--- config.mk ---
export PLATFORM = sky130hd
export DESIGN_NAME = special_register_plane_irq
export DESIGN_NICKNAME = d
export VERILOG_FILES = /design/src/hdl/sfr_pkg.sv /design/src/hdl/special_register_plane_irq.sv
export VERILOG_INCLUDE_DIRS = /design/src /design/src/hdl
export SDC_FILE = /design/constraint.sdc
export NUM_CORES = 1
export LEC_CHECK = 0
export BUFFER_PORTS_ARGS = -buffer_cell sky130_fd_sc_hd__buf_4
export CAP_MARGIN = 15
export CORE_MARGIN = 4
export CORE_UTILIZATION = 30
export DETAILED_ROUTE_END_ITERATION = 16
export PLACE_DENSITY_LB_ADDON = 0.05
export SLEW_MARGIN = 25
export SYNTH_ARGS = -nofsm -noshare
export SYNTH_HDL_FRONTEND = slang
export SYNTH_SLANG_ARGS = --single-unit
--- constraint.sdc ---
create_clock -name CLK -period 6.53 [get_ports CLK]
set_input_delay 0.9795 -clock CLK [delete_from_list [all_inputs] [get_ports CLK]]
set_output_delay 0.9795 -clock CLK [all_outputs]
set_load 0.005 [all_outputs]
--- src/hdl/sfr_map.svh ---
// Register indices, field positions and reset values of the register plane.
// Assumes inclusion by the package and the plane; definitions, no logic.
`ifndef SFR_MAP_SVH
`define SFR_MAP_SVH
`define ADDR_W 8
`define IDX_INDIRECT 4'h0
`define IDX_T0 4'h1
`define IDX_PC 4'h2
`define IDX_STATUS 4'h3
`define IDX_PTR 4'h4
`define IDX_PORTA 4'h5
`define IDX_PORTB 4'h6
`define IDX_SEC_PTR 4'h7
`define IDX_EN_A 4'h8
`define IDX_PEND_A 4'h9
`define IDX_T1_LOW 4'hA
`define IDX_T1_HIGH 4'hB
`define IDX_DUTY 4'hC
`define IDX_CTRL 4'hD
`define IDX_EN_B 4'hE
`define IDX_PEND_B 4'hF
`define ST_WDT 4
`define ST_SLEEP 3
`define ST_RW_MASK 8'hE7
`define CTL_T1_CLR 3
`define CTL_PWM_CLR 2
`define CTL_T1_HALT 1
`define CTL_T0_HALT 0
`define RST_CTRL 4'h4
`define RST_PA 7'h7F
`define RST_PB 8'hFF
`define PA_BIT_PWM 7
`define PA_BIT_T2 6
`define PA_BIT_T1 5
`define PA_BIT_T0 4
`define PA_BIT_WAKE 3
`define PB_BIT_SERIAL 6
`define PB_BIT_SYNC 5
`define T0_MAX 8'hFF
`define T1_MAX 16'hFFFF
`define RESP_OKAY 2'h0
`define RESP_SLVERR 2'h2
`endif

--- src/hdl/sfr_pkg.sv ---
// Types of the register plane: bus carriers and the block state.
// Assumes the map header sits beside it.
package sfr_pkg;
  `include "sfr_map.svh"
  typedef enum logic {W_IDLE, W_RESP} wr_state_t;
  typedef struct packed {
    logic awvalid;
    logic [`ADDR_W-1:0] awaddr;
    logic wvalid;
    logic [31:0] wdata;
    logic [3:0] wstrb;
    logic bready;
    logic arvalid;
    logic [`ADDR_W-1:0] araddr;
    logic rready;
  } axi_req_t;
  typedef struct packed {
    logic awready;
    logic wready;
    logic bvalid;
    logic [1:0] bresp;
    logic arready;
    logic rvalid;
    logic [31:0] rdata;
    logic [1:0] rresp;
  } axi_rsp_t;
  typedef struct packed {
    wr_state_t wr_st;
    logic aw_got;
    logic w_got;
    logic [`ADDR_W-1:0] waddr;
    logic [7:0] wdata;
    logic wstrb0;
    axi_rsp_t rsp;
    logic [7:0] t0;
    logic [7:0] pc;
    logic [7:0] status;
    logic [7:0] ptr;
    logic [6:0] pa_out;
    logic [7:0] pb_out;
    logic [7:0] sec;
    logic [7:0] en_a;
    logic [7:0] pend_a;
    logic [15:0] reload;
    logic [15:0] t1;
    logic [7:0] duty;
    logic [3:0] ctrl;
    logic [6:0] en_b;
    logic [6:0] pend_b;
    logic [6:0] pa_s1;
    logic [6:0] pa_s2;
    logic [6:0] pa_s3;
    logic [7:0] pb_s1;
    logic [7:0] pb_s2;
    logic [7:0] pb_s3;
    logic irq;
    logic irq_a;
    logic irq_b;
  } state_t;
endpackage

--- src/hdl/special_register_plane_irq.sv ---
// Special register plane 0x0 to 0xF with timers, ports and interrupt flags.
// Assumes an AXI4-Lite master on CLK and same-clock event pulses.
//
// The implementer's own choice: register access over AXI4-Lite.
`timescale 1ns/1ps
`include "sfr_map.svh"
// Operation
// Index 0 reaches the register named by the primary pointer instead
// Writing 0 clears a pending flag, writing 1 leaves it alone
// PWM overflow sets pending bit 7 of group A
// Timer2 match sets pending bit 6 of group A
// Timer1 overflow sets pending bit 5 of group A
// T0_count overflow sets pending bit 4 of group A
// Wake timer timeout sets pending bit 3 of group A
// Falling edges on pins 1 and 2 set pending bits 1 and 2
// Either edge on pin 0 sets pending bit 0
// Pins 0 to 2 form one shared external interrupt A
// Enable group A, one bit per source, resets to zero
// Enable group B for serial, sync serial and pins 7 to 3
// Pin 6 takes both edges; pins 7, 5, 4, 3 falling only
// Timer1 bytes read live count, writes load reload bytes
// Timer1 cleared and held while its clear bit is one
// PWM held while its clear bit is one, set after reset
// Halt bits stop Timer1 and T0_count, reset to zero
// Port A reads pins, writes output register reset 7F
// Port B reads pins, writes output register reset FF
// Status fields reset zero, watchdog and sleep bits read only
// Pending group B holds serial bit 6 and sync serial bit 5
// Request raised while a pending flag and its enable are set
// A set event beats a same-cycle write-zero clear
module special_register_plane_irq
  import sfr_pkg::*;
(
  input wire logic CLK,
  input wire logic RESETN,
  input wire axi_req_t AXI_REQ,
  output axi_rsp_t AXI_RSP,
  input wire logic [6:0] PA_PIN,
  input wire logic [7:0] PB_PIN,
  input wire logic PWM_OVF,
  input wire logic T2_MATCH,
  input wire logic WAKE_TIMEOUT,
  input wire logic SERIAL_DONE,
  input wire logic SYNC_SERIAL_DONE,
  input wire logic WDT_TIMEOUT,
  input wire logic SLEEP,
  output logic [6:0] PA_OUT,
  output logic [7:0] PB_OUT,
  output logic [7:0] PWM_DUTY,
  output logic PWM_HOLD,
  output logic IRQ,
  output logic EXT_A_IRQ,
  output logic EXT_B_IRQ
);
  state_t st_reg;
  state_t st_next;
  logic t0_ovf;
  logic t1_ovf;
  logic [6:0] pa_fall;
  logic [6:0] pa_rise;
  logic [7:0] pb_fall;
  logic [7:0] pb_rise;
  logic [7:0] set_a;
  logic [6:0] set_b;
  logic [7:0] clr_a;
  logic [6:0] clr_b;
  logic [4:0] w_res;
  logic [4:0] r_res;
  logic wr_fire;
  logic ar_fire;

  // Resolve a bus address to a plane index; top bit marks a live target
  function automatic logic [4:0] resolve(input logic [7:0] addr,
                                         input logic [7:0] ptr);
    logic [3:0] idx;
    logic ok;
    idx = addr[5:2];
    ok = (addr[7:6] == 2'h0);
    if (idx == `IDX_INDIRECT) begin
      idx = ptr[3:0];
      ok = ok && (ptr[7:4] == 4'h0) && (ptr[3:0] != `IDX_INDIRECT);
    end
    return {ok, idx};
  endfunction

  // Read view of one index; pins read through the synchroniser
  function automatic logic [7:0] rd_byte(input logic [3:0] idx,
                                         input state_t s);
    logic [7:0] v;
    v = 8'h00;
    case (idx)
      `IDX_T0: v = s.t0;
      `IDX_PC: v = s.pc;
      `IDX_STATUS: v = s.status;
      `IDX_PTR: v = s.ptr;
      `IDX_PORTA: v = {1'b0, s.pa_s2};
      `IDX_PORTB: v = s.pb_s2;
      `IDX_SEC_PTR: v = s.sec;
      `IDX_EN_A: v = s.en_a;
      `IDX_PEND_A: v = s.pend_a;
      `IDX_T1_LOW: v = s.t1[7:0];
      `IDX_T1_HIGH: v = s.t1[15:8];
      `IDX_DUTY: v = s.duty;
      `IDX_CTRL: v = {4'h0, s.ctrl};
      `IDX_EN_B: v = {1'b0, s.en_b};
      `IDX_PEND_B: v = {1'b0, s.pend_b};
      default: v = 8'h00;
    endcase
    return v;
  endfunction

  // Edges taken from the second and third stage, never the first
  assign pa_fall = st_reg.pa_s3 & ~st_reg.pa_s2;
  assign pa_rise = ~st_reg.pa_s3 & st_reg.pa_s2;
  assign pb_fall = st_reg.pb_s3 & ~st_reg.pb_s2;
  assign pb_rise = ~st_reg.pb_s3 & st_reg.pb_s2;

  // Timer wrap conditions
  assign t0_ovf = !st_reg.ctrl[`CTL_T0_HALT] && (st_reg.t0 == `T0_MAX);
  assign t1_ovf = !st_reg.ctrl[`CTL_T1_CLR] &&
                  !st_reg.ctrl[`CTL_T1_HALT] && (st_reg.t1 == `T1_MAX);

  // Hardware set events per flag group
  assign set_a = {PWM_OVF,
                  T2_MATCH,
                  t1_ovf,
                  t0_ovf,
                  WAKE_TIMEOUT,
                  pb_fall[1], pb_fall[0],
                  pa_fall[0] | pa_rise[0]};
  assign set_b = {SERIAL_DONE, SYNC_SERIAL_DONE,
                  pa_fall[1],
                  pb_fall[7] | pb_rise[7],
                  pb_fall[6], pb_fall[3], pb_fall[2]};

  // Bus decode
  assign w_res = resolve(st_reg.waddr, st_reg.ptr);
  assign r_res = resolve(AXI_REQ.araddr, st_reg.ptr);
  assign wr_fire = (st_reg.wr_st == W_IDLE) && st_reg.aw_got &&
                   st_reg.w_got && st_reg.wstrb0 && w_res[4];
  assign ar_fire = AXI_REQ.arvalid && st_reg.rsp.arready;

  // All next-state logic
  always_comb begin
    st_next = st_reg;
    clr_a = 8'h00;
    clr_b = 7'h00;
    st_next.pa_s1 = PA_PIN;
    st_next.pa_s2 = st_reg.pa_s1;
    st_next.pa_s3 = st_reg.pa_s2;
    st_next.pb_s1 = PB_PIN;
    st_next.pb_s2 = st_reg.pb_s1;
    st_next.pb_s3 = st_reg.pb_s2;
    st_next.status[`ST_WDT] = WDT_TIMEOUT;
    st_next.status[`ST_SLEEP] = SLEEP;
    if (!st_reg.ctrl[`CTL_T0_HALT]) begin
      st_next.t0 = st_reg.t0 + 8'h01;
    end
    if (st_reg.ctrl[`CTL_T1_CLR]) begin
      st_next.t1 = 16'h0000;
    end else if (!st_reg.ctrl[`CTL_T1_HALT]) begin
      st_next.t1 = t1_ovf ? st_reg.reload : st_reg.t1 + 16'h0001;
    end
    // Address and data may arrive in either order
    if (AXI_REQ.awvalid && st_reg.rsp.awready) begin
      st_next.aw_got = 1'b1;
      st_next.waddr = AXI_REQ.awaddr;
    end
    if (AXI_REQ.wvalid && st_reg.rsp.wready) begin
      st_next.w_got = 1'b1;
      st_next.wdata = AXI_REQ.wdata[7:0];
      st_next.wstrb0 = AXI_REQ.wstrb[0];
    end
    unique case (st_reg.wr_st)
      W_IDLE: begin
        if (st_reg.aw_got && st_reg.w_got) begin
          st_next.wr_st = W_RESP;
          st_next.aw_got = 1'b0;
          st_next.w_got = 1'b0;
          st_next.rsp.bvalid = 1'b1;
          st_next.rsp.bresp = (st_reg.waddr[7:6] == 2'h0) ?
                              `RESP_OKAY : `RESP_SLVERR;
        end
      end
      W_RESP: begin
        if (AXI_REQ.bready) begin
          st_next.wr_st = W_IDLE;
          st_next.rsp.bvalid = 1'b0;
        end
      end
    endcase
    // Register write effects; T0_count load beats its own count
    if (wr_fire) begin
      case (w_res[3:0])
        `IDX_T0: st_next.t0 = st_reg.wdata;
        `IDX_PC: st_next.pc = st_reg.wdata;
        `IDX_STATUS: st_next.status = (st_reg.wdata & `ST_RW_MASK) |
          (st_next.status & ~`ST_RW_MASK);
        `IDX_PTR: st_next.ptr = st_reg.wdata;
        `IDX_PORTA: st_next.pa_out = st_reg.wdata[6:0];
        `IDX_PORTB: st_next.pb_out = st_reg.wdata;
        `IDX_SEC_PTR: st_next.sec = st_reg.wdata;
        `IDX_EN_A: st_next.en_a = st_reg.wdata;
        `IDX_PEND_A: clr_a = ~st_reg.wdata;
        `IDX_T1_LOW: st_next.reload[7:0] = st_reg.wdata;
        `IDX_T1_HIGH: st_next.reload[15:8] = st_reg.wdata;
        `IDX_DUTY: st_next.duty = st_reg.wdata;
        `IDX_CTRL: st_next.ctrl = st_reg.wdata[3:0];
        `IDX_EN_B: st_next.en_b = st_reg.wdata[6:0];
        `IDX_PEND_B: clr_b = ~st_reg.wdata[6:0];
        default: st_next.ptr = st_reg.ptr;
      endcase
    end
    // Set wins over a same-cycle clear so no event is dropped
    st_next.pend_a = (st_reg.pend_a & ~clr_a) | set_a;
    st_next.pend_b = (st_reg.pend_b & ~clr_b) | set_b;
    // Read channel; one read outstanding
    if (ar_fire) begin
      st_next.rsp.rvalid = 1'b1;
      st_next.rsp.rdata = {24'h000000,
        r_res[4] ? rd_byte(r_res[3:0], st_reg) : 8'h00};
      st_next.rsp.rresp = (AXI_REQ.araddr[7:6] == 2'h0) ?
                          `RESP_OKAY : `RESP_SLVERR;
    end else if (st_reg.rsp.rvalid && AXI_REQ.rready) begin
      st_next.rsp.rvalid = 1'b0;
    end
    st_next.rsp.arready = !st_next.rsp.rvalid;
    st_next.rsp.awready = !st_next.aw_got && (st_next.wr_st == W_IDLE);
    st_next.rsp.wready = !st_next.w_got && (st_next.wr_st == W_IDLE);
    // Requests lag the flags by one cycle to keep outputs registered
    st_next.irq_a = |(st_reg.pend_a[2:0] & st_reg.en_a[2:0]);
    st_next.irq_b = |(st_reg.pend_b[4:0] & st_reg.en_b[4:0]);
    st_next.irq = |(st_reg.pend_a & st_reg.en_a) |
                  |(st_reg.pend_b & st_reg.en_b);
  end

  // State register; reset takes constants only
  always_ff @(posedge CLK or negedge RESETN) begin
    if (!RESETN) begin
      st_reg <= '0;
      st_reg.wr_st <= W_IDLE;
      st_reg.ctrl <= `RST_CTRL;
      st_reg.pa_out <= `RST_PA;
      st_reg.pb_out <= `RST_PB;
      // Synchronisers start at the idle pin level: no false edge
      st_reg.pa_s1 <= `RST_PA;
      st_reg.pa_s2 <= `RST_PA;
      st_reg.pa_s3 <= `RST_PA;
      st_reg.pb_s1 <= `RST_PB;
      st_reg.pb_s2 <= `RST_PB;
      st_reg.pb_s3 <= `RST_PB;
    end else begin
      st_reg <= st_next;
    end
  end

  // Every output straight from the state register
  assign AXI_RSP = st_reg.rsp;
  assign PA_OUT = st_reg.pa_out;
  assign PB_OUT = st_reg.pb_out;
  assign PWM_DUTY = st_reg.duty;
  assign PWM_HOLD = st_reg.ctrl[`CTL_PWM_CLR];
  assign IRQ = st_reg.irq;
  assign EXT_A_IRQ = st_reg.irq_a;
  assign EXT_B_IRQ = st_reg.irq_b;
endmodule // special_register_plane_irq

==> metrics.txt, run 1 <==
# TYPE chip_impl_metric gauge
chip_impl_metric{name="postCtsSetupBuffers",unit=""} 0
chip_impl_metric{name="yosys.area.top_type_share",unit=""} 0.3889
chip_impl_info{name="post_synth_main_area_contributors",value="sky130_fd_sc_hd__dfrtp_1 39%, sky130_fd_sc_hd__dfstp_2 15%, sky130_fd_sc_hd__mux2_2 11%"} 1
chip_impl_metric{name="largest_register_ffs",unit=""} 131
chip_impl_metric{name="clock.fmax",unit="MHz"} 327.7
chip_impl_metric{name="rr_worst_depth",unit=""} 6
chip_impl_metric{name="cell_internal_pwr",unit="uW"} 2824
chip_impl_metric{name="drt_first_pass_iters",unit=""} 5
chip_impl_metric{name="worstPathBufferInverterCount",unit=""} 1
chip_impl_info{name="min_delay_worst_endpoint",value="st_next[33]"} 1
chip_impl_metric{name="floorplan.io_pins",unit=""} 149
chip_impl_metric{name="reg2reg_setup_slack",unit="ps"} 3560
chip_impl_metric{name="power.clock.fraction",unit=""} 0.344
chip_impl_metric{name="cts-htree-levels",unit=""} 1
chip_impl_metric{name="worst_setup_hold_path_clk_slew",unit="ps"} 50
chip_impl_info{name="path_cells",value="buf_4, nor4_1, a32o_2, a22oi_1, a21oi_1, a2111oi_0, o21ai_0"} 1
chip_impl_metric{name="synth_area",unit="sq mm"} 0.009588
chip_impl_metric{name="cts.sinks",unit=""} 203
chip_impl_metric{name="post_cts.resized_instances",unit=""} 0
chip_impl_metric{name="start_util",unit=""} 0.3038
chip_impl_metric{name="cp_max_fo",unit=""} 20
chip_impl_info{name="ctsRootBufferMaster",value="sky130_fd_sc_hd__clkbuf_16"} 1
chip_impl_info{name="path_delay_family",value="compound AO/OA/AOI/OAI gates"} 1
chip_impl_metric{name="placeableCoreArea",unit="sq mm"} 0.03156
chip_impl_info{name="synth.cells.most_frequent",value="149 x sky130_fd_sc_hd__dfrtp_1, 97 x sky130_fd_sc_hd__mux2_2, 77 x sky130_fd_sc_hd__nand2_1, 66 x sky130_fd_sc_hd__buf_4, 54 x sky130_fd_sc_hd__dfstp_2"} 1
chip_impl_metric{name="hold_viol",unit=""} 0
chip_impl_info{name="leading_cell_type_by_number_of_instances_after_synthesis",value="sky130_fd_sc_hd__dfrtp_1"} 1
chip_impl_info{name="rsz0062_at_grt",value="no"} 1
chip_impl_metric{name="detailedPlace.worstSlack",unit="ps"} 2720
chip_impl_metric{name="die_h",unit="microns"} 186.8
chip_impl_metric{name="dp_hpwl",unit="mm"} 20.55
chip_impl_info{name="library_cell_occupying_the_most_area_in_the_post_synthesis_netlist",value="sky130_fd_sc_hd__dfrtp_1"} 1
chip_impl_metric{name="reg_power_frac",unit=""} 0.467
chip_impl_metric{name="via_per_inst",unit=""} 5.188
chip_impl_metric{name="overflow",unit=""} 0
chip_impl_metric{name="grt_first_pass_wirelength",unit="mm"} 45.26
chip_impl_metric{name="fin_crit",unit="ps"} 3051
chip_impl_metric{name="slowest_delay",unit="ps"} 790
chip_impl_metric{name="route.vias.total",unit=""} 6770
chip_impl_metric{name="layout-drive-gt1-share",unit=""} 0.3411
chip_impl_metric{name="p_leak",unit="uW"} 0.004847
chip_impl_info{name="critPathLaunchType",value="input port"} 1
chip_impl_metric{name="final.setup_skew",unit="ps"} 16.25
chip_impl_metric{name="ys_warn_count",unit=""} 0
chip_impl_metric{name="finalWirelength",unit="mm"} 29.83
chip_impl_metric{name="route.antenna.remaining_nets",unit=""} 0
chip_impl_metric{name="period_share",unit=""} 0.4673
chip_impl_metric{name="diodes",unit=""} 0
chip_impl_metric{name="postSynthCellCount",unit=""} 841
chip_impl_info{name="cts_tree",value="done"} 1
chip_impl_info{name="synthFlopType",value="sky130_fd_sc_hd__dfrtp_1"} 1
chip_impl_metric{name="whs_path_depth",unit=""} 0
chip_impl_metric{name="worstPathArrival",unit="ps"} 3500
chip_impl_metric{name="cts_buffers",unit=""} 26
chip_impl_metric{name="gr-usage-all-layers",unit=""} 0.1668
chip_impl_metric{name="grt_start_max_net_pins",unit=""} 121
chip_impl_metric{name="area_delta_synth_final",unit="%"} 16.02
chip_impl_metric{name="finalMaxSlewViolations",unit=""} 0
chip_impl_metric{name="synth-seq-area-share",unit=""} 0.5369
chip_impl_info{name="timing.rr.end",value="AXI_RSP[4]"} 1
chip_impl_metric{name="worst-endpoint-required",unit="ps"} 6980
chip_impl_metric{name="cellPowerDensity",unit="mW/mm^2"} 378.5
chip_impl_metric{name="power.switching_fraction",unit=""} 0.3293
chip_impl_info{name="worst_setup_ep_type",value="flip-flop"} 1
chip_impl_info{name="slowest_stage",value="sky130_fd_sc_hd__nor4_1"} 1
chip_impl_metric{name="register_bit_total_from_synthesis",unit=""} 203
chip_impl_metric{name="weighted_congestion_reported_at_the_end_of_routability_driven_placement",unit=""} 0.8595
chip_impl_metric{name="p_sw",unit="uW"} 1386
chip_impl_metric{name="async_reset_ff_frac",unit=""} 1.000
chip_impl_metric{name="initial_drt_markers",unit=""} 531
chip_impl_metric{name="clk-insertion-delay-late",unit="ps"} 540
chip_impl_metric{name="vdd.ir_drop.worst",unit="mV"} 0.2301
chip_impl_info{name="worst_hold_startpoint",value="st_next[40]"} 1
chip_impl_metric{name="placementRows",unit=""} 65
chip_impl_metric{name="vias_in_the_first_global_route",unit=""} 6976
chip_impl_metric{name="postSynthAreaPerCell",unit="sq um"} 11.40
chip_impl_metric{name="share_comb_of_total_power",unit=""} 0.188
chip_impl_metric{name="cts.path.max_buffers",unit=""} 3
chip_impl_metric{name="path_depth",unit=""} 7
chip_impl_metric{name="ys_types",unit=""} 79
chip_impl_info{name="r2r-start",value="st_reg[148]"} 1
chip_impl_info{name="crit_path_kind",value="in -> reg"} 1
chip_impl_metric{name="tns",unit="ps"} 0
chip_impl_metric{name="fin_worst_hold_slack",unit="ps"} 345.7
chip_impl_info{name="hold_path_class",value="reg -> reg"} 1
chip_impl_metric{name="post_layout_worst_setup_margin",unit="ps"} 3479
chip_impl_metric{name="maxCapViolCount",unit=""} 0
chip_impl_metric{name="num-nets-final",unit=""} 966
chip_impl_metric{name="post_cts_hold_buffer_count",unit=""} 0
chip_impl_metric{name="timing.max_slew.rel_slack",unit=""} 0.3219
chip_impl_metric{name="die_x_extent",unit="microns"} 186.8
chip_impl_metric{name="setup-violations-final",unit=""} 0
chip_impl_metric{name="post_drt_wl_per_cell",unit="microns"} 22.86
chip_impl_metric{name="initial_antenna_violation_count",unit=""} 1
chip_impl_metric{name="drcViolationCount",unit=""} 0
chip_impl_metric{name="dieArea",unit="sq mm"} 0.03488
chip_impl_metric{name="number_of_enable_flip_flop_cells_after_synthesis",unit=""} 0
chip_impl_info{name="status",value="completed"} 1
chip_impl_metric{name="tightest_slew",unit="ps"} 1017
chip_impl_metric{name="io_buffer_count",unit=""} 91
## layer usage
layer | up-vias | track usage | wire [microns] | share of wire
met3 | 46 | 0.03236 | 1794 | 0.060
met4 | 0 | 0.04721 | 816 | 0.027
met5 | - | 0 | 0 | 0
li1 | 3058 | - | - | -
met2 | 258 | 0.2586 | 13280 | 0.45
met1 | 3408 | 0.2391 | 13940 | 0.47
## power groups by stage
stage	combinational [uW]	clock, uW	sequential (uW)
CTS	799	1500	1970
global route	885	1540	2010
floorplan	691	0	1710
global placement	777	0	1990
detailed placement	796	0	1990
finish	793	1450	1970
## logic make-up (layout without fill, tap and decap cells)
logic type,count (synthesis),count (layout),synth area share
fa+ha+maj,2,2,0.002610
other cells,1,26,0.0003911
flops,203,203,0.5369
buf+inv,135,172,0.08156
compound gates,198,198,0.1460
mux,101,101,0.1188
xor+xnor,9,9,0.008221
simple gates,192,192,0.1056
## worst max-delay path by stage
stage	startpoint	end	slack [ps]
floorplan	AXI_REQ[6]	AXI_RSP[8]	3840
global placement	AXI_REQ[3]	AXI_RSP[9]	2760
detailed placement	AXI_REQ[3]	AXI_RSP[9]	2720
CTS	AXI_REQ[3]	AXI_RSP[9]	3260
global route	AXI_REQ[3]	AXI_RSP[9]	3380
finish	AXI_REQ[3]	AXI_RSP[9]	3480
## metrics by stage
stage / total power, uW / util / cells / instance area [sq um]
floorplan: 2396 / - / 866 / 9682
global placement: 2764 / 0.3245 / 1257 / 10240
detailed placement: 2787 / 0.3245 / 1257 / 10240
CTS: 4269 / 0.3525 / 1305 / 11120
global route: 4438 / 0.3525 / 1305 / 11120
finish: 4210 / 0.3525 / 1305 / 11120
## cell usage in the layout (no fill, tap or decap), types with 3 or more instances in the layout
cell and instances:
sky130_fd_sc_hd__a21o_1 9, sky130_fd_sc_hd__a21oi_1 25, sky130_fd_sc_hd__a221oi_1 4, sky130_fd_sc_hd__a222oi_1 6, sky130_fd_sc_hd__a22o_1 19, sky130_fd_sc_hd__a22oi_1 19
sky130_fd_sc_hd__a311oi_1 3, sky130_fd_sc_hd__a31oi_1 11, sky130_fd_sc_hd__a32o_1 3, sky130_fd_sc_hd__a32oi_1 5, sky130_fd_sc_hd__and2_1 4, sky130_fd_sc_hd__and3_1 9
sky130_fd_sc_hd__buf_4 92, sky130_fd_sc_hd__clkbuf_1 7, sky130_fd_sc_hd__clkbuf_16 26, sky130_fd_sc_hd__clkbuf_8 7, sky130_fd_sc_hd__clkinv_2 5, sky130_fd_sc_hd__conb_1 26
sky130_fd_sc_hd__dfrtp_1 149, sky130_fd_sc_hd__dfstp_2 54, sky130_fd_sc_hd__inv_1 29, sky130_fd_sc_hd__mux2_2 97, sky130_fd_sc_hd__nand2_1 77, sky130_fd_sc_hd__nand2_2 3
sky130_fd_sc_hd__nand2b_1 5, sky130_fd_sc_hd__nand3_1 23, sky130_fd_sc_hd__nor2_1 26, sky130_fd_sc_hd__nor3_1 11, sky130_fd_sc_hd__nor4_1 7, sky130_fd_sc_hd__nor4b_1 5
sky130_fd_sc_hd__o211ai_1 5, sky130_fd_sc_hd__o21a_1 4, sky130_fd_sc_hd__o21ai_0 51, sky130_fd_sc_hd__o221ai_1 3, sky130_fd_sc_hd__o2bb2ai_1 3, sky130_fd_sc_hd__xnor2_1 5
sky130_fd_sc_hd__xor2_1 4
## cell type report
type                            count  area, sq um
Sequential cell                   203         5147
Inverter                           30        112.6
Clock buffer                       39        759.5
Multi-Input combinational cell    528         3754
Clock inverter                      9        123.9
Fill cell                        3106        20430
Timing Repair Buffer               94        724.4
Tap cell                          402        503.0
(Power assumes the default switching activity.)
==> run 2: changes to the inputs <==
Settings changed: ABC_AREA from default to 1.
Clock period 6.53 ns to 2.7 ns, I/O delays scaled along.
==> run 2 against run 1 <==
Against the previous run:
- synthesized area up 4.1%
- first-iteration DRC count down 7.2%
- final cell count up 28%
- critical path depth up 5
- via count up 11%
- sequential share of layout area down 2.9 points
- setup slack worse by 3000 ps
- critical endpoint is now AXI_RSP[7]
- largest cell class unchanged
- largest power group unchanged
- highest routed layer unchanged
==> metrics.txt, run 2 <==
# TYPE chip_impl_metric gauge
chip_impl_metric{name="p_sw",unit="uW"} 3920
chip_impl_metric{name="dp_hpwl",unit="mm"} 21.23
chip_impl_metric{name="vias_in_the_first_global_route",unit=""} 7409
chip_impl_metric{name="placeableCoreArea",unit="sq mm"} 0.03270
chip_impl_info{name="final_cell_mix",value="264 x sky130_fd_sc_hd__nand2_1, 149 x sky130_fd_sc_hd__dfrtp_1, 125 x sky130_fd_sc_hd__nand3_1"} 1
chip_impl_metric{name="worstPathArrival",unit="ps"} 2710
chip_impl_metric{name="fin_worst_hold_slack",unit="ps"} 62.61
chip_impl_metric{name="route.vias.total",unit=""} 7516
chip_impl_metric{name="initial_antenna_violation_count",unit=""} 0
chip_impl_info{name="post_synth_main_area_contributors",value="sky130_fd_sc_hd__dfrtp_1 37%, sky130_fd_sc_hd__dfstp_2 14%, sky130_fd_sc_hd__nand2_1 9.9%"} 1
chip_impl_metric{name="cts.path.max_buffers",unit=""} 3
chip_impl_metric{name="cts_buffers",unit=""} 25
chip_impl_metric{name="number_of_enable_flip_flop_cells_after_synthesis",unit=""} 0
chip_impl_metric{name="p_leak",unit="uW"} 0.005702
chip_impl_metric{name="dieArea",unit="sq mm"} 0.03627
chip_impl_info{name="status",value="completed"} 1
chip_impl_metric{name="overflow",unit=""} 0
chip_impl_info{name="hold_path_class",value="in -> reg"} 1
chip_impl_metric{name="cellPowerDensity",unit="mW/mm^2"} 943.1
chip_impl_metric{name="clock.fmax",unit="MHz"} 445.3
chip_impl_metric{name="maxCapViolCount",unit=""} 0
chip_impl_metric{name="power.switching_fraction",unit=""} 0.3499
chip_impl_info{name="synthFlopType",value="sky130_fd_sc_hd__dfrtp_1"} 1
chip_impl_metric{name="final.setup_skew",unit="ps"} 11.81
chip_impl_metric{name="clk-insertion-delay-late",unit="ps"} 530
chip_impl_metric{name="floorplan.io_pins",unit=""} 149
chip_impl_metric{name="finalMaxSlewViolations",unit=""} 0
chip_impl_metric{name="drcViolationCount",unit=""} 0
chip_impl_metric{name="tns",unit="ps"} 0
chip_impl_metric{name="die_x_extent",unit="microns"} 190.4
chip_impl_metric{name="weighted_congestion_reported_at_the_end_of_routability_driven_placement",unit=""} 0.8026
chip_impl_metric{name="initial_drt_markers",unit=""} 493
chip_impl_metric{name="postSynthCellCount",unit=""} 1123
chip_impl_metric{name="hold_viol",unit=""} 0
chip_impl_info{name="crit_path_kind",value="reg -> reg"} 1
chip_impl_metric{name="fin_crit",unit="ps"} 2246
chip_impl_metric{name="route.antenna.remaining_nets",unit=""} 0
chip_impl_info{name="layout_commonest_cell",value="sky130_fd_sc_hd__nand2_1"} 1
chip_impl_metric{name="placedCellCount",unit=""} 1607
chip_impl_metric{name="synth-seq-area-share",unit=""} 0.5155
chip_impl_metric{name="largest_register_ffs",unit=""} 131
chip_impl_metric{name="post_drt_wl_per_cell",unit="microns"} 17.76
chip_impl_metric{name="postSynthAreaPerCell",unit="sq um"} 8.892
chip_impl_metric{name="postLayoutCoreUtil",unit=""} 0.3633
chip_impl_metric{name="start_util",unit=""} 0.3054
chip_impl_metric{name="share_comb_of_total_power",unit=""} 0.281
chip_impl_metric{name="drt_first_pass_iters",unit=""} 5
chip_impl_metric{name="vdd.ir_drop.worst",unit="mV"} 0.5144
chip_impl_info{name="synth.cells.most_frequent",value="264 x sky130_fd_sc_hd__nand2_1, 149 x sky130_fd_sc_hd__dfrtp_1, 125 x sky130_fd_sc_hd__nand3_1, 85 x sky130_fd_sc_hd__inv_1, 68 x sky130_fd_sc_hd__buf_4"} 1
chip_impl_metric{name="area_delta_synth_final",unit="%"} 18.96
chip_impl_metric{name="placementRows",unit=""} 66
chip_impl_metric{name="post_cts.resized_instances",unit=""} 0
chip_impl_metric{name="gr-usage-all-layers",unit=""} 0.1647
chip_impl_metric{name="ys_types",unit=""} 50
chip_impl_metric{name="async_reset_ff_frac",unit=""} 1.000
chip_impl_info{name="ctsRootBufferMaster",value="sky130_fd_sc_hd__clkbuf_16"} 1
chip_impl_info{name="worst_setup_ep_type",value="flip-flop"} 1
chip_impl_metric{name="layout-drive-gt1-share",unit=""} 0.2492
chip_impl_metric{name="tightest_slew",unit="ps"} 968.5
chip_impl_metric{name="grt_first_pass_wirelength",unit="mm"} 45.95
chip_impl_metric{name="register_bit_total_from_synthesis",unit=""} 203
chip_impl_metric{name="via_per_inst",unit=""} 4.501
chip_impl_metric{name="die_h",unit="microns"} 190.4
chip_impl_metric{name="cp_max_fo",unit=""} 21
chip_impl_metric{name="synth_area",unit="sq mm"} 0.009986
chip_impl_metric{name="finish.cell_count_without_fillers",unit=""} 1670
chip_impl_info{name="rsz0062_at_grt",value="no"} 1
chip_impl_metric{name="power.total",unit="uW"} 11200
chip_impl_metric{name="grt_start_max_net_pins",unit=""} 68
chip_impl_metric{name="yosys.area.top_type_share",unit=""} 0.3734
chip_impl_metric{name="period_share",unit=""} 0.8317
chip_impl_metric{name="worst_setup_hold_path_clk_slew",unit="ps"} 60
chip_impl_metric{name="setup-violations-final",unit=""} 0
chip_impl_metric{name="cts.sinks",unit=""} 203
chip_impl_metric{name="cts-htree-levels",unit=""} 1
chip_impl_info{name="cts_tree",value="done"} 1
chip_impl_metric{name="power.clock.fraction",unit=""} 0.312
chip_impl_metric{name="finalWirelength",unit="mm"} 29.66
chip_impl_metric{name="worst-endpoint-required",unit="ps"} 3160
chip_impl_metric{name="timing.max_slew.rel_slack",unit=""} 0.3536
chip_impl_metric{name="cell_internal_pwr",unit="uW"} 7283
chip_impl_info{name="library_cell_occupying_the_most_area_in_the_post_synthesis_netlist",value="sky130_fd_sc_hd__dfrtp_1"} 1
chip_impl_info{name="critPathLaunchType",value="flip-flop"} 1
chip_impl_metric{name="num-nets-final",unit=""} 1293
chip_impl_metric{name="ys_warn_count",unit=""} 0
chip_impl_metric{name="io_buffer_count",unit=""} 91
chip_impl_info{name="leading_cell_type_by_number_of_instances_after_synthesis",value="sky130_fd_sc_hd__nand2_1"} 1
chip_impl_metric{name="diodes",unit=""} 0
chip_impl_metric{name="reg_power_frac",unit=""} 0.407
[run 2: timing repair]
action	in CTS	in global routing
hold buffers	18	0
setup buffers	0	0
hold endpoints to repair	57	0
[run 2: cell type report]
type | count | area, sq um
clock inverter | 8 | 90.09
clock buffer | 37 | 773.2
multi-input combinational | 747 | 3832
sequential | 203 | 5147
tap | 442 | 553.0
fill | 3449 | 20820
timing repair buffer | 141 | 1135
inverter | 92 | 347.8
[run 2: critical path, cell delays in order, from the launching register on]
cell and delay, ps:
sky130_fd_sc_hd__dfrtp_1 380, sky130_fd_sc_hd__nand3_1 90, sky130_fd_sc_hd__nand2_2 90, sky130_fd_sc_hd__nor2_2 690, sky130_fd_sc_hd__buf_4 300, sky130_fd_sc_hd__nand3_1 90
sky130_fd_sc_hd__nand2_1 100, sky130_fd_sc_hd__inv_1 40, sky130_fd_sc_hd__nand2_1 90, sky130_fd_sc_hd__nor2_1 100, sky130_fd_sc_hd__nand2_1 70, sky130_fd_sc_hd__nand2_1 70
sky130_fd_sc_hd__nand2_1 60
[run 2: kinds of logic after synthesis]
| family | share of synthesized area |
|---|---|
| compound gates | 0.1079 |
| xor+xnor | 0.01316 |
| fa+ha+maj | 0.002506 |
| buf+inv | 0.1106 |
| flops | 0.5155 |
| mux | 0.002255 |
| other cells | 0.0003755 |
| simple gates | 0.2477 |
[run 2: power by group through the flow]
stage	clock network, uW	logic, uW	registers, uW
2_1_floorplan	0	2170	4420
4_1_cts	3620	3230	4570
3_5_place_dp	0	3200	4610
3_3_place_gp	0	3170	4620
6_report	3490	3150	4560
5_1_grt	3730	3550	4670
[run 2: through the flow]
stage               cell area [sq um]  setup slack (ps)
finish                          11880             454.5
global route                    11880             250.0
CTS                             11870             356.6
detailed placement              10830             32.36
global placement                10830             55.64
floorplan                       10080             946.9
[run 2: worst paths after layout]
check | from | to | slack (ps) | cells past startpoint
setup / recovery | st_reg[148] | AXI_RSP[7] | 450 | 12
hold / removal | AXI_REQ[10] | AXI_RSP[38] | 60 | 2
setup reg to reg | st_reg[148] | AXI_RSP[7] | 450 | 12
hold reg to reg | st_next[14] | st_next[6] | 350 | 0
max in group asynchronous | RESETN | st_reg[82] | 1450 | 3
min in group asynchronous | RESETN | st_reg[229] | 450 | 2
[run 2: routing by layer]
metal | GRT usage | vias to the layer above | share of wire | wire, microns
met4 | 0.03315 | 0 | 0.020 | 590
li1 | - | 3756 | - | -
met1 | 0.2422 | 3580 | 0.49 | 14400
met3 | 0.02380 | 35 | 0.041 | 1221
met5 | 0 | - | 0 | 0
met2 | 0.2603 | 145 | 0.45 | 13440
==> run 3: changes to the inputs <==
Clock period 2.7 ns to 2.1 ns, I/O delays scaled along.
==> run 3 against run 2 <==
Against the previous run:
- critical path depth shrank 3
- hold slack lost 31 ps
- combinational power grew 37%
- sequential share of layout area shrank 1.8 points
- final cell count grew 2.6%
- first-iteration DRC count grew 3.4%
- register-to-register slack lost 280 ps
- clock power grew 34%
- non-clock buffer count grew 40
- fmax grew 16%
- largest cell class unchanged
- largest power group unchanged
==> metrics.txt, run 3 (synthesis gave the netlist of run 2 again) <==
# TYPE chip_impl_metric gauge
chip_impl_metric{name="cts.path.max_buffers",unit=""} 3
chip_impl_info{name="rsz0062_at_grt",value="no"} 1
chip_impl_metric{name="initial_antenna_violation_count",unit=""} 0
chip_impl_metric{name="largest_register_ffs",unit=""} 131
chip_impl_metric{name="fill_cells",unit=""} 3391
chip_impl_metric{name="die_h",unit="microns"} 190.4
chip_impl_metric{name="slowest_delay",unit="ps"} 550
chip_impl_metric{name="vias_in_the_first_global_route",unit=""} 7500
chip_impl_metric{name="tns",unit="ps"} 0
chip_impl_info{name="hold_path_class",value="in -> reg"} 1
chip_impl_metric{name="hold_viol",unit=""} 0
chip_impl_metric{name="route.antenna.remaining_nets",unit=""} 0
chip_impl_metric{name="post-route-cell-area",unit="sq mm"} 0.01239
chip_impl_metric{name="clock.fmax",unit="MHz"} 518.3
chip_impl_metric{name="drcViolationCount",unit=""} 0
chip_impl_metric{name="vdd.ir_drop.worst",unit="mV"} 0.5523
chip_impl_metric{name="detailedPlace.worstSlack",unit="ps"} -81.77
chip_impl_metric{name="maxCapViolCount",unit=""} 0
chip_impl_metric{name="post_layout_worst_setup_margin",unit="ps"} 170.8
chip_impl_metric{name="placedInstanceArea",unit="sq mm"} 0.01121
chip_impl_metric{name="io_buffer_count",unit=""} 91
chip_impl_metric{name="die_x_extent",unit="microns"} 190.4
chip_impl_metric{name="diodes",unit=""} 0
chip_impl_metric{name="grt_first_pass_wirelength",unit="mm"} 46.85
chip_impl_info{name="worst_hold_startpoint",value="AXI_REQ[54]"} 1
chip_impl_metric{name="dieArea",unit="sq mm"} 0.03627
chip_impl_metric{name="via_per_inst",unit=""} 4.479
chip_impl_info{name="ctsRootBufferMaster",value="sky130_fd_sc_hd__clkbuf_16"} 1
chip_impl_metric{name="cellPowerDensity",unit="mW/mm^2"} 1200
chip_impl_metric{name="area_delta_synth_final",unit="%"} 24.04
chip_impl_metric{name="cell_internal_pwr",unit="uW"} 9657
chip_impl_metric{name="dp_hpwl",unit="mm"} 22.21
chip_impl_metric{name="share_comb_of_total_power",unit=""} 0.289
chip_impl_metric{name="floorplan.io_pins",unit=""} 149
chip_impl_metric{name="cts_buffers",unit=""} 26
chip_impl_metric{name="p_leak",unit="uW"} 0.005941
chip_impl_metric{name="overflow",unit=""} 0
chip_impl_info{name="path_delay_family",value="simple AND/OR/NAND/NOR gates"} 1
chip_impl_metric{name="finalMaxSlewViolations",unit=""} 0
chip_impl_info{name="final_cell_mix",value="264 x sky130_fd_sc_hd__nand2_1, 149 x sky130_fd_sc_hd__dfrtp_1, 143 x sky130_fd_sc_hd__buf_4"} 1
chip_impl_metric{name="final.setup_skew",unit="ps"} 10.02
chip_impl_info{name="path_cells",value="nand3_1, nand2_2, nor2_4, nand3_1, nand2_1, nor2_1, nand2_1, o21ai_1, nand2_1"} 1
chip_impl_metric{name="worstPathArrival",unit="ps"} 2390
chip_impl_metric{name="num-nets-final",unit=""} 1334
chip_impl_metric{name="p_sw",unit="uW"} 5211
chip_impl_metric{name="period_share",unit=""} 0.9187
chip_impl_info{name="timing.rr.end",value="AXI_RSP[3]"} 1
chip_impl_metric{name="power.switching_fraction",unit=""} 0.3505
chip_impl_metric{name="gr-usage-all-layers",unit=""} 0.1676
chip_impl_metric{name="power.clock.fraction",unit=""} 0.315
chip_impl_info{name="status",value="completed"} 1
chip_impl_info{name="worst_path_most_repeated_cell",value="sky130_fd_sc_hd__nand2_1"} 1
chip_impl_info{name="r2r-start",value="st_reg[148]"} 1
chip_impl_metric{name="drt_first_pass_iters",unit=""} 5
chip_impl_info{name="layout_commonest_cell",value="sky130_fd_sc_hd__nand2_1"} 1
chip_impl_metric{name="postCtsSetupBuffers",unit=""} 0
chip_impl_metric{name="clk-insertion-delay-late",unit="ps"} 530
chip_impl_metric{name="placementRows",unit=""} 66
chip_impl_metric{name="route.vias.total",unit=""} 7673
chip_impl_metric{name="postLayoutCoreUtil",unit=""} 0.3788
chip_impl_info{name="crit_path_kind",value="reg -> reg"} 1
chip_impl_metric{name="layout-drive-gt1-share",unit=""} 0.2730
chip_impl_info{name="cts_tree",value="done"} 1
chip_impl_metric{name="fin_crit",unit="ps"} 1929
chip_impl_metric{name="finalWirelength",unit="mm"} 30.65
chip_impl_metric{name="reg2reg_setup_slack",unit="ps"} 170
chip_impl_info{name="min_delay_worst_endpoint",value="st_reg[233]"} 1
chip_impl_metric{name="cts-htree-levels",unit=""} 1
chip_impl_metric{name="timing.max_slew.rel_slack",unit=""} 0.5302
chip_impl_metric{name="worstPathBufferInverterCount",unit=""} 0
chip_impl_metric{name="cp_max_fo",unit=""} 31
chip_impl_metric{name="weighted_congestion_reported_at_the_end_of_routability_driven_placement",unit=""} 0.8590
chip_impl_metric{name="cts.sinks",unit=""} 203
chip_impl_metric{name="post_drt_wl_per_cell",unit="microns"} 17.89
chip_impl_info{name="critPathLaunchType",value="flip-flop"} 1
chip_impl_metric{name="worst_setup_hold_path_clk_slew",unit="ps"} 60
chip_impl_metric{name="initial_drt_markers",unit=""} 510
chip_impl_metric{name="tightest_slew",unit="ps"} 702.9
chip_impl_info{name="worst_setup_ep_type",value="flip-flop"} 1
chip_impl_metric{name="start_util",unit=""} 0.3054
chip_impl_metric{name="grt_start_max_net_pins",unit=""} 50
chip_impl_metric{name="setup-violations-final",unit=""} 0
chip_impl_metric{name="reg_power_frac",unit=""} 0.396
chip_impl_metric{name="rr_worst_depth",unit=""} 9
chip_impl_info{name="slowest_stage",value="sky130_fd_sc_hd__nor2_4"} 1
chip_impl_metric{name="whs_path_depth",unit=""} 2
chip_impl_metric{name="placeableCoreArea",unit="sq mm"} 0.03270
chip_impl_metric{name="worst-endpoint-required",unit="ps"} 2560
==> run 3: cell count changes in the layout (fill, tap and decap cells not counted), moves of 2 or more <==
| cell | previous run | this run |
|---|---|---|
| sky130_fd_sc_hd__inv_4 | 0 | 2 |
| sky130_fd_sc_hd__clkinv_2 | 8 | 10 |
| sky130_fd_sc_hd__buf_12 | 2 | 12 |
| sky130_fd_sc_hd__buf_4 | 120 | 143 |
| sky130_fd_sc_hd__clkbuf_8 | 7 | 3 |
| sky130_fd_sc_hd__bufinv_16 | 2 | 4 |
| sky130_fd_sc_hd__dlygate4sd3_1 | 18 | 25 |
| sky130_fd_sc_hd__clkbuf_1 | 4 | 1 |
| sky130_fd_sc_hd__clkinvlp_4 | 0 | 4 |
==> run 3: worst max path at each step <==
stage                startpoint         end  slack (ps)  cells after the start
finish              st_reg[148]  AXI_RSP[3]         170                      9
global route        st_reg[230]  st_reg[49]          10                      9
CTS                  st_reg[75]  st_reg[84]          80                     12
detailed placement   AXI_REQ[3]  AXI_RSP[7]         -80                     15
global placement     AXI_REQ[3]  AXI_RSP[3]        -320                     12
floorplan            st_reg[74]  st_reg[87]         350                     10
==> run 3: layout make-up <==
type	instances	area [sq um]	share of cell area
Inverter	92	354.1	0.02859
Timing Repair Buffer	181	1578	0.1274
Sequential cell	203	5147	0.4156
Tap cell	442	553.0	0.04465
Clock inverter	18	201.4	0.01626
Multi-Input combinational cell	747	3846	0.3105
Clock buffer	30	706.9	0.05707
==> run 3: power groups by stage <==
stage | clock [uW] | sequential, uW | combinational [uW]
after floorplan | 0 | 5680 | 2790
after global placement | 0 | 5960 | 4290
after detailed placement | 0 | 5940 | 4340
after CTS | 4830 | 5890 | 4390
after global routing | 5010 | 6020 | 4820
final | 4690 | 5890 | 4300
==> run 3: metrics by stage <==
| stage | cells | hold WS [ps] | power, uW |
|---|---|---|---|
| finish | 1713 | 31.40 | 14870 |
| global route | 1713 | 12.81 | 15850 |
| CTS | 1713 | 6.068 | 15100 |
| detailed placement | 1640 | 294.9 | 10280 |
| global placement | 1640 | 294.9 | 10250 |
| floorplan | 1148 | 19.41 | 8466 |
==> run 3: timing repair <==
action,4_1_cts,5_1_grt
setup endpoints to repair,0,15
hold buffers,25,0
endpoints found under the hold margin,40,0
resized for setup,0,5
==> run 3: worst register-to-register path, cell delays in order (launching register included) <==
cell	delay (ps)
sky130_fd_sc_hd__dfrtp_1	410
sky130_fd_sc_hd__nand3_1	110
sky130_fd_sc_hd__nand2_2	80
sky130_fd_sc_hd__nor2_4	550
sky130_fd_sc_hd__nand3_1	240
sky130_fd_sc_hd__nand2_1	120
sky130_fd_sc_hd__nor2_1	50
sky130_fd_sc_hd__nand2_1	130
sky130_fd_sc_hd__o21ai_1	120
sky130_fd_sc_hd__nand2_1	60
==> run 3: per-layer routing <==
layer  GRT usage  vias to the layer above  wire [microns]  part of all wire
li1            -                     3843               -                 -
met1      0.2503                     3625           15040              0.49
met4     0.03260                        0             531             0.017
met2      0.2560                      173           13560              0.44
met3     0.03039                       32            1513             0.049
met5           0                        -               0                 0
